$ cat src/verilog/branch_pkg.sv
// Constants and carrier types for the conditional branch unit.
// Assumes one 200 MHz processor clock and a program memory that returns
// read data in the same cycle as the read strobe.
package branch_pkg;

    // ==========================================================
    // Address layout
    // ==========================================================
    localparam int unsigned ADDR_W      = 15;
    localparam int unsigned PAGE_OFS_W  = 13;        // Offset within one 8192-byte page
    localparam int unsigned PAGE_LSB    = 13;        // Page-select bits 13 and 14
    localparam int unsigned OFFSET_W    = 7;         // Signed relative displacement

    // ==========================================================
    // Opcode fields
    // ==========================================================
    localparam logic [4:0] OPC_TRUE     = 5'h03;     // Bits 7..3 of branch on true
    localparam logic [4:0] OPC_FALSE    = 5'h13;     // Bits 7..3 of branch on false
    localparam int unsigned OPC_MODE_BIT = 2;        // 0 relative, 1 absolute
    localparam logic [1:0] SEL_ALWAYS   = 2'h3;      // Selector that always matches
    localparam int unsigned IND_BIT     = 7;         // Indirect flag in second byte

    // ==========================================================
    // Timing
    // ==========================================================
    localparam int unsigned CLK_PERIOD_NS   = 5;
    localparam int unsigned MACHINE_CYCLES  = 3;
    localparam int unsigned CLK_PER_MCYCLE  = 3;
    localparam int unsigned EXEC_CLKS       = MACHINE_CYCLES * CLK_PER_MCYCLE;
    localparam logic [3:0]  LAST_CNT        = 4'(EXEC_CLKS - 1);
    localparam logic [3:0]  CNT_RESET       = 4'h0;

    // ==========================================================
    // Types
    // ==========================================================
    typedef enum logic [2:0] {
        KIND_NONE,
        KIND_PAGE_ZERO,
        KIND_TRUE_REL,
        KIND_TRUE_ABS,
        KIND_FALSE_REL,
        KIND_FALSE_ABS
    } branch_kind_t;

    typedef struct packed {
        logic [7:0]        opcode;
        logic [ADDR_W-1:0] instr_addr;   // Address of the opcode byte
        logic [1:0]        cond_code;    // Condition code of the status word
    } branch_req_t;

    typedef struct packed {
        logic              taken;
        logic [ADDR_W-1:0] next_addr;
    } branch_result_t;

endpackage : branch_pkg

$ cat src/verilog/conditional_branch_unit.sv
// Decode and execution of the page-zero branch and the branch on condition
// true/false family, relative and absolute, with optional indirection.
// Assumes program memory answers a read strobe with data in the same clock,
// and that the condition code is stable at the start strobe.
// Indirect pointers are read high byte first, and every address step
// wraps inside the page it starts from.
`timescale 1ns/10ps

module conditional_branch_unit
    import branch_pkg::*;
(
    input  wire logic                ref_clk,
    input  wire logic                srst,
    input  wire logic                start,
    input  wire branch_req_t         req,
    input  wire logic [7:0]          mem_rdata,
    output logic                     mem_rd_q,
    output logic [ADDR_W-1:0]        mem_addr_q,
    output logic                     busy_q,
    output logic                     reject_q,
    output logic                     done_q,
    output branch_result_t           result_q
);

    // ==========================================================
    // State
    // ==========================================================
    typedef enum logic [2:0] {
        ST_IDLE,
        ST_BYTE2,
        ST_BYTE3,
        ST_PTR_HI,
        ST_PTR_LO,
        ST_WAIT
    } state_t;

    // Sequencer state and its next value
    state_t             state_q,    state_d;
    branch_kind_t       kind_q,     kind_d;
    logic [ADDR_W-1:0]  base_q,     base_d;
    logic [1:0]         sel_q,      sel_d;
    logic [1:0]         cc_q,       cc_d;
    logic               ind_q,      ind_d;
    logic [ADDR_W-1:0]  ea_q,       ea_d;
    logic [7:0]         hi_q,       hi_d;
    logic [3:0]         cnt_q,      cnt_d;
    // Next values of the registered outputs
    logic               mem_rd_d;
    logic [ADDR_W-1:0]  mem_addr_d;
    logic               busy_d;
    logic               reject_d;
    logic               done_d;
    branch_result_t     result_d;

    // Decode and address arithmetic results
    branch_kind_t       dec_kind;
    logic               cond_taken;
    logic [ADDR_W-1:0]  fall_addr;
    logic [ADDR_W-1:0]  rel_ea;
    logic [ADDR_W-1:0]  zero_ea;

    // Step within a page: the page bits of the base survive
    function automatic logic [ADDR_W-1:0] page_add(input logic [ADDR_W-1:0] base,
                                                    input logic [PAGE_OFS_W-1:0] delta);
        logic [PAGE_OFS_W-1:0] low;
        low = base[PAGE_OFS_W-1:0] + delta;
        return {base[ADDR_W-1:PAGE_LSB], low};
    endfunction : page_add

    // Widen the seven-bit signed displacement to a page offset
    function automatic logic [PAGE_OFS_W-1:0] sext_offset(input logic [7:0] disp);
        logic [PAGE_OFS_W-1:0] wide;
        wide = {{(PAGE_OFS_W-OFFSET_W){disp[OFFSET_W-1]}}, disp[OFFSET_W-1:0]};
        return wide;
    endfunction : sext_offset

    // ==========================================================
    // Opcode decode
    // ==========================================================
    always_comb begin
        // Unknown patterns stay KIND_NONE and are refused
        dec_kind = KIND_NONE;
        if (req.opcode[7:3] == OPC_TRUE) begin
            dec_kind = req.opcode[OPC_MODE_BIT] ? KIND_TRUE_ABS : KIND_TRUE_REL;
        end else if (req.opcode[7:3] == OPC_FALSE) begin
            // Selector three of branch on false belongs to other instructions
            if (req.opcode[OPC_MODE_BIT]) begin
                dec_kind = (req.opcode[1:0] == SEL_ALWAYS) ? KIND_NONE : KIND_FALSE_ABS;
            end else begin
                dec_kind = (req.opcode[1:0] == SEL_ALWAYS) ? KIND_PAGE_ZERO : KIND_FALSE_REL;
            end
        end
    end

    // ==========================================================
    // Branch decision
    // ==========================================================
    always_comb begin
        // Taken or not, per kind of branch
        case (kind_q)
            KIND_PAGE_ZERO: cond_taken = 1'b1;
            KIND_TRUE_REL,
            KIND_TRUE_ABS:  cond_taken = (sel_q == SEL_ALWAYS) || (sel_q == cc_q);
            KIND_FALSE_REL,
            KIND_FALSE_ABS: cond_taken = (sel_q != cc_q);
            default:        cond_taken = 1'b0;
        endcase
    end

    // ==========================================================
    // Address arithmetic
    // ==========================================================
    always_comb begin
        // Next sequential address lies past the second byte
        fall_addr = page_add(base_q, 13'h0002);
        // Normal relative target: displacement from the following instruction
        rel_ea    = page_add(fall_addr, sext_offset(mem_rdata));
        // Page-zero target: offset from byte zero, modulo 8192, page bits cleared
        zero_ea   = {2'h0, sext_offset(mem_rdata)};
    end

    // ==========================================================
    // Sequencer next state
    // ==========================================================
    always_comb begin
        // Hold everything; strobes and pulses default low
        state_d    = state_q;
        kind_d     = kind_q;
        base_d     = base_q;
        sel_d      = sel_q;
        cc_d       = cc_q;
        ind_d      = ind_q;
        ea_d       = ea_q;
        hi_d       = hi_q;
        cnt_d      = cnt_q;
        mem_rd_d   = 1'b0;
        mem_addr_d = mem_addr_q;
        busy_d     = busy_q;
        reject_d   = 1'b0;
        done_d     = 1'b0;
        result_d   = result_q;
        // Clocks spent in the running instruction
        if (state_q != ST_IDLE) begin
            cnt_d = cnt_q + 4'h1;
        end
        case (state_q)
            // Accept a decodable request, refuse the rest
            ST_IDLE: begin
                if (start) begin
                    if (dec_kind == KIND_NONE) begin
                        reject_d = 1'b1;
                    end else begin
                        // Any page may hold the instruction
                        kind_d     = dec_kind;
                        base_d     = req.instr_addr;
                        sel_d      = req.opcode[1:0];
                        cc_d       = req.cond_code;
                        cnt_d      = CNT_RESET;
                        mem_rd_d   = 1'b1;
                        mem_addr_d = page_add(req.instr_addr, 13'h0001);
                        busy_d     = 1'b1;
                        state_d    = ST_BYTE2;
                    end
                end
            end
            // Second byte: indirect flag, displacement or high address
            ST_BYTE2: begin
                ind_d = mem_rdata[IND_BIT];
                hi_d  = mem_rdata;
                // Absolute kinds still need the third byte
                if (kind_q == KIND_TRUE_ABS || kind_q == KIND_FALSE_ABS) begin
                    mem_rd_d   = 1'b1;
                    mem_addr_d = page_add(base_q, 13'h0002);
                    state_d    = ST_BYTE3;
                end else begin
                    // Relative kinds know their target now
                    ea_d = (kind_q == KIND_PAGE_ZERO) ? zero_ea : rel_ea;
                    if (mem_rdata[IND_BIT] && cond_taken) begin
                        mem_rd_d   = 1'b1;
                        mem_addr_d = (kind_q == KIND_PAGE_ZERO) ? zero_ea : rel_ea;
                        state_d    = ST_PTR_HI;
                    end else begin
                        state_d = ST_WAIT;
                    end
                end
            end
            // Third byte completes the absolute address
            ST_BYTE3: begin
                ea_d = {hi_q[6:0], mem_rdata};
                if (ind_q && cond_taken) begin
                    mem_rd_d   = 1'b1;
                    mem_addr_d = {hi_q[6:0], mem_rdata};
                    state_d    = ST_PTR_HI;
                end else begin
                    state_d = ST_WAIT;
                end
            end
            // High byte of the pointer, then fetch its low byte
            ST_PTR_HI: begin
                hi_d       = mem_rdata;
                mem_rd_d   = 1'b1;
                mem_addr_d = page_add(ea_q, 13'h0001);
                state_d    = ST_PTR_LO;
            end
            // Low byte of the pointer completes the target
            ST_PTR_LO: begin
                ea_d    = {hi_q[6:0], mem_rdata};
                state_d = ST_WAIT;
            end
            // Pad to nine clocks, then publish the result
            ST_WAIT: begin
                if (cnt_q == LAST_CNT) begin
                    // Both the taken flag and the next instruction address leave the block
                    done_d             = 1'b1;
                    busy_d             = 1'b0;
                    result_d.taken     = cond_taken;
                    result_d.next_addr = cond_taken ? ea_q : fall_addr;
                    state_d            = ST_IDLE;
                end
            end
            default: begin
                state_d = ST_IDLE;
                busy_d  = 1'b0;
            end
        endcase
    end

    // ==========================================================
    // Sequencer registers
    // ==========================================================
    always_ff @(posedge ref_clk) begin
        if (srst) begin
            state_q    <= ST_IDLE;
            kind_q     <= KIND_NONE;
            base_q     <= '0;
            sel_q      <= 2'h0;
            cc_q       <= 2'h0;
            ind_q      <= 1'b0;
            ea_q       <= '0;
            hi_q       <= 8'h00;
            cnt_q      <= CNT_RESET;
        end else begin
            state_q    <= state_d;
            kind_q     <= kind_d;
            base_q     <= base_d;
            sel_q      <= sel_d;
            cc_q       <= cc_d;
            ind_q      <= ind_d;
            ea_q       <= ea_d;
            hi_q       <= hi_d;
            cnt_q      <= cnt_d;
        end
    end

    // ==========================================================
    // Memory port registers
    // ==========================================================
    always_ff @(posedge ref_clk) begin
        if (srst) begin
            mem_rd_q   <= 1'b0;
            mem_addr_q <= '0;
        end else begin
            mem_rd_q   <= mem_rd_d;
            mem_addr_q <= mem_addr_d;
        end
    end

    // ==========================================================
    // Handshake and result registers
    // ==========================================================
    always_ff @(posedge ref_clk) begin
        if (srst) begin
            busy_q     <= 1'b0;
            reject_q   <= 1'b0;
            done_q     <= 1'b0;
            result_q   <= '0;
        end else begin
            busy_q     <= busy_d;
            reject_q   <= reject_d;
            done_q     <= done_d;
            result_q   <= result_d;
        end
    end

endmodule : conditional_branch_unit

$ cat config.mk
export PLATFORM = sky130hd
export DESIGN_NAME = conditional_branch_unit
export DESIGN_NICKNAME = d
export VERILOG_FILES = /design/src/verilog/branch_pkg.sv /design/src/verilog/conditional_branch_unit.sv
export SDC_FILE = /design/constraint.sdc
export NUM_CORES = 1
export LEC_CHECK = 0
export ABC_AREA = 0
export BUFFER_PORTS_ARGS = -buffer_cell sky130_fd_sc_hd__buf_2
export CAP_MARGIN = 20
export CORE_AREA = 2 2 144 118
export DETAILED_ROUTE_END_ITERATION = 7
export DIE_AREA = 0 0 146 120
export PLACE_DENSITY = 0.6
export SLEW_MARGIN = 20
export SYNTH_ARGS = -nofsm -noshare
export SYNTH_HDL_FRONTEND = slang
export SYNTH_SLANG_ARGS = --single-unit
$ cat constraint.sdc
create_clock -name ref_clk -period 3.8 [get_ports ref_clk]
set_clock_uncertainty 0.15 [all_clocks]
set_input_delay 0.57 -clock ref_clk [delete_from_list [all_inputs] [get_ports ref_clk]]
set_output_delay 0.57 -clock ref_clk [all_outputs]
set_load 0.05 [all_outputs]
* Yosys cells after proc, flatten, opt, wreduce, memory -nomap -nowiden
Cells that the tools add are included.
** Cells by class
- Add/subtract/negate cells :: 5
- Multipliers :: 0
- Div/mod/pow operators :: 0
- Magnitude comparators :: 0
- Equal/unequal tests :: 23
- Shift-type cells :: 0
- Muxes and demuxes :: 40
- Bitwise gates (word level) :: 5
- Reduce and logical (&&, ||, !) cells :: 22
** Operator list (count)
- $mux 15 :: 8
- $pmux 15 s4 :: 1
- $mux 3 :: 11
- $pmux 15 s2 :: 1
- $add 13x1->13 const B :: 2
- $pmux 3 s6 :: 1
- $mux 4 :: 4
- $add 13x13->13 :: 1
- $add 13x2->13 const B :: 1
- $eq 3x2->1 const B :: 4
- $eq 3x3->1 const B :: 4
- $mux 1 :: 11
- $ne 2x2->1 const B :: 5
- $reduce_or 2->1 :: 5
- $eq 3x1->1 const B :: 2
- $logic_not 3->1 :: 2
- $pmux 1 s3 :: 2
- $reduce_and 3->1 :: 2
- $eq 5x2->1 const B :: 1
- $eq 5x5->1 const B :: 1
- $not 1->1 :: 5
- $reduce_and 5->1 :: 1
- $add 4x1->4 const B :: 1
- $eq 2x2->1 const B :: 2
- other kinds (14) :: 17
** Storage, ports and cells
- Bits in registers :: 87
- Latch bits :: 0
- RAM bits :: 0
- ROM bits :: 0
- Output and inout port bits :: 35
- Word-level logic and storage cells :: 111
- Memories kept :: 0

* Depth between registers and ports, before layout
- Depth after elaboration :: 9
- Depth in mapped cells :: 13

* Worst setup path before layout
OpenSTA, ideal clock, no wires.
- Path kind :: register -> register
- Start :: register base_q[3]
- End :: register ea_q[12]
- Setup time :: 0.128 ns
- Data arrival time :: 2.467 ns
- Data required time :: 3.522 ns
- Setup slack :: 1.055 ns
- Cell stages (with the launch flop) :: 12
- Path buffers :: 0
- Path through :: dfxtp_1 > and3_2 > nand3_1 > xnor2_1 > ha_1 > a21oi_1 > nand2_1 > o21ai_0 > a211oi_1 > or4_1 > nand3_1 > o211ai_2
** Between the ends
- Longest elaborated chain between the ends :: 5
** Ends and longest elaborated chain
- start, declared :: RTL line conditional_branch_unit.sv:40 : logic [ADDR_W-1:0] base_q, base_d;
- start signal, assigned :: RTL line conditional_branch_unit.sv:245 : base_q <= base_d;
- $add 13x2->13 :: RTL line conditional_branch_unit.sv:66 : low = base[PAGE_OFS_W-1:0] + delta;
- $add 13x13->13 :: RTL line conditional_branch_unit.sv:66
- $mux 15 :: RTL line conditional_branch_unit.sv:177 : ea_d = (kind_q == KIND_PAGE_ZERO) ? zero_ea : rel_ea;
- $mux 15 :: RTL line conditional_branch_unit.sv:171 : if (kind_q == KIND_TRUE_ABS || kind_q == KIND_FALSE_ABS) begin
- $pmux 15 s2 :: RTL line conditional_branch_unit.sv:146 : case (state_q)
- end signal, assigned :: RTL line conditional_branch_unit.sv:239 : ea_q <= '0;
- end signal, assigned :: RTL line conditional_branch_unit.sv:249 : ea_q <= ea_d;
- end, declared :: RTL line conditional_branch_unit.sv:44 : logic [ADDR_W-1:0] ea_q, ea_d;
No other way between the ends. The select of a mux whose other input is x is not followed.
A chain may end at the register's enable or synchronous reset.

* Final worst setup path
- Start :: register base_q[1]
- End :: register ea_q[12]
Same word-level chain as after synthesis.

==> reports/metrics.csv <==
metric,value,unit
Post-synth top cells,"nand2_1, dfxtp_1, a21oi_1, nor2_1, o21ai_0",
Least-Margin Pin Slew,0.819,ns
outcome,finished clean,
Pins Over Slew Limit,0,
Hold Fails Final Rpt,0,
core region area,16200,um2
asr flop ratio synth,0,
first-pass GRT wire length,28600,um
top_reg_cell synth,dfxtp_1,
CTS Buffer Depth,2,
leakage power,0.00263,uW
Setup crit end,ea_q[12],
die footprint,17500,um2
"top cells by area, synth","dfxtp_1, nand2_1, a21oi_1",
Nets,848,
"Max FO, Critical Path",7,
CTS tree,yes,
wire per inst,18.3,um
Layout Utilization,0.397,
initial drt markers,523,
Detailed Place HPWL,13800,um
worst IR drop on VDD,0.245,mV
ant diodes,0,
reg2reg end,ea_q[12],
GP Congestion,0.948,
startpoint types,flop,
final setup fails,0,
post-synth top area cell,dfxtp_1,
Area Overhead vs Synth,15.8,%
Die Width,146,um
largest net degree at the start of global routing,39,
syn nets,790,
Filler cells,1718,
share of cells above drive strength 1,0.149,
Min-Delay Path Class,in -> reg,
clock slew at reported path FFs,0.07,ns
critical path startpoint,base_q[1],
grt ovf,0,
relative slew slack,0.454,
CTS root buffer,clkbuf_16,
Pre-antenna DRT Iters,7,
Cells after Synth,731,
post-DR vias/cell,5.54,
Skew-Pair Late Insertion Delay,0.36,ns
Avg Inst Size Synth,7.60,um2
Synth Register Bits,87,
post-route setup TNS,0,ns
Row Count,42,
initial antenna violation count,0,
"EDFF count, synth",0,
Final ANT Viol Nets,0,
most common cell in the netlist,nand2_1,
Vias,5620,
Tcrit/Tclk final,0.866,
PnR worst setup slack,0.508,ns
# IOs,71,
htree depth,3,
Total Wirelength,18500,um
Crit Reg-Reg Startpoint,base_q[1],
"Seq/Total Area, Yosys",0.314,
RSZ-0062 raised after global routing,false,
initial core utilization,0.343,
post-synthesis cell type count,63,
IO Port Bufs,70,
clock sinks,87,
cts bufs inserted,9,
Fmax,304,MHz
total track usage,0.211,
mapped cell area,5550,um2
Crit Path Class,reg -> reg,
Post-Place Worst Slack,0.624,ns
reg-to-reg setup timing slack,0.51,ns
Die Span Y,120,um
vias in the first global route,4969,
fin crit period,3.29,ns
Crit. End Element,flop,
maxcap violations,0,
pwr dens,369,nW/um2
post-cts resize count,0,
setup repair bufs after CTS,0,
Worst Path Arrival,3.36,ns
Yosys Warn Count,0,
"Hold-fix buffers, CTS",0,
power consumption,2370,uW
WP data required,3.87,ns
Yosys top cell area share,0.314,
# DRC,0,
R2R depth,11,
-- flip-flops by register name (all words and copies together), names as in the netlist --
name        count
busy_q          1
ea_q           15
ind_q           1
cc_q            2
hi_q            7
state_q         3
done_q          1
sel_q           2
kind_q          3
cnt_q           4
mem_rd_q        1
mem_addr_q     15
base_q         15
result_q       16
reject_q        1
-- where the power goes --
| part | switching, uW | internal, uW |
|---|---|---|
| Combinational | 284 | 162 |
| Sequential | 55.9 | 959 |
| Clock | 398 | 513 |
| Total | 738 | 1630 |
-- worst min path at each step --
stage | from | depth (start not counted) | end
detailed placement | result_q[7] | 2 | result_q[7]
global route | req[16] | 3 | base_q[14]
finish | req[0] | 3 | cc_q[0]
global placement | result_q[7] | 2 | result_q[7]
CTS | req[0] | 3 | cc_q[0]
floorplan | base_q[12] | 2 | base_q[12]
-- final cells by class --
| cell class | instances | area [um2] | area share |
|---|---|---|---|
| multi-input combinational | 584 | 3550 | 0.552 |
| sequential | 87 | 1740 | 0.271 |
| timing repair buffer | 91 | 508 | 0.0790 |
| tap | 220 | 275 | 0.0428 |
| clock buffer | 10 | 229 | 0.0356 |
| clock inverter | 6 | 70.1 | 0.0109 |
| inverter | 16 | 60.1 | 0.00934 |
-- logic make-up (layout without fill, tap and decap cells) --
logic type	Yosys count	count (layout)	share of synthesized area
and+or+nand+nor	301	301	0.256
AOI/OAI and AO/OA	202	202	0.232
DFF	87	87	0.314
buffers and inverters	60	123	0.0475
xor gates and xnor gates	34	34	0.0536
muxes	24	24	0.0433
adders and majority gates	23	23	0.0532
-- worst max-delay path: stages (launching register included) --
cell and delay (ns):
dfxtp_1 0.45, ha_1 0.31, nand3_1 0.13, xnor2_1 0.30, ha_1 0.36, nand3_1 0.11, nand2_1 0.05, o21ai_0 0.34
a211oi_1 0.20, or4_1 0.53, nand3_1 0.12, o211ai_2 0.09
-- stage by stage --
stage | area (um2) | hold WS [ns] | std cells
floorplan | 5550 | 0.294 | 731
global placement | 6130 | 0.290 | 998
detailed placement | 6130 | 0.291 | 998
CTS | 6430 | 0.293 | 1014
global route | 6430 | 0.306 | 1014
finish | 6430 | 0.296 | 1014
-- placed cells by master, fill, tap and decap left out, types with 2 or more instances in the layout --
master / instances
a211oi_1: 16
a21o_1: 8
a21oi_1: 70
a221oi_1: 5
a22oi_1: 6
a311oi_1: 16
a31oi_1: 8
and2_1: 8
and3_1: 5
and3b_1: 2
and4_1: 5
buf_2: 70
buf_4: 21
clkbuf_16: 9
clkinvlp_4: 3
dfxtp_1: 87
ha_1: 22
inv_1: 16
mux2i_1: 24
nand2_1: 122
nand2b_1: 6
nand3_1: 28
nand3b_1: 5
nand4_1: 13
nor2_1: 68
nor2_2: 2
nor2b_1: 8
nor3_1: 10
nor4_1: 3
o211ai_1: 16
o211ai_2: 2
o21ai_0: 34
o221ai_1: 2
o22ai_1: 6
or3_1: 6
xnor2_1: 20
xor2_1: 14
-- routing by layer --
layer  up-vias  GRT usage  part of all wire
li1       2757          -                 -
met1      2632      0.317              0.50
met2       210      0.300              0.41
met3        21     0.0456             0.074
met4         0     0.0613             0.015
met5         -          0                 0
(Power assumes the default switching activity.)
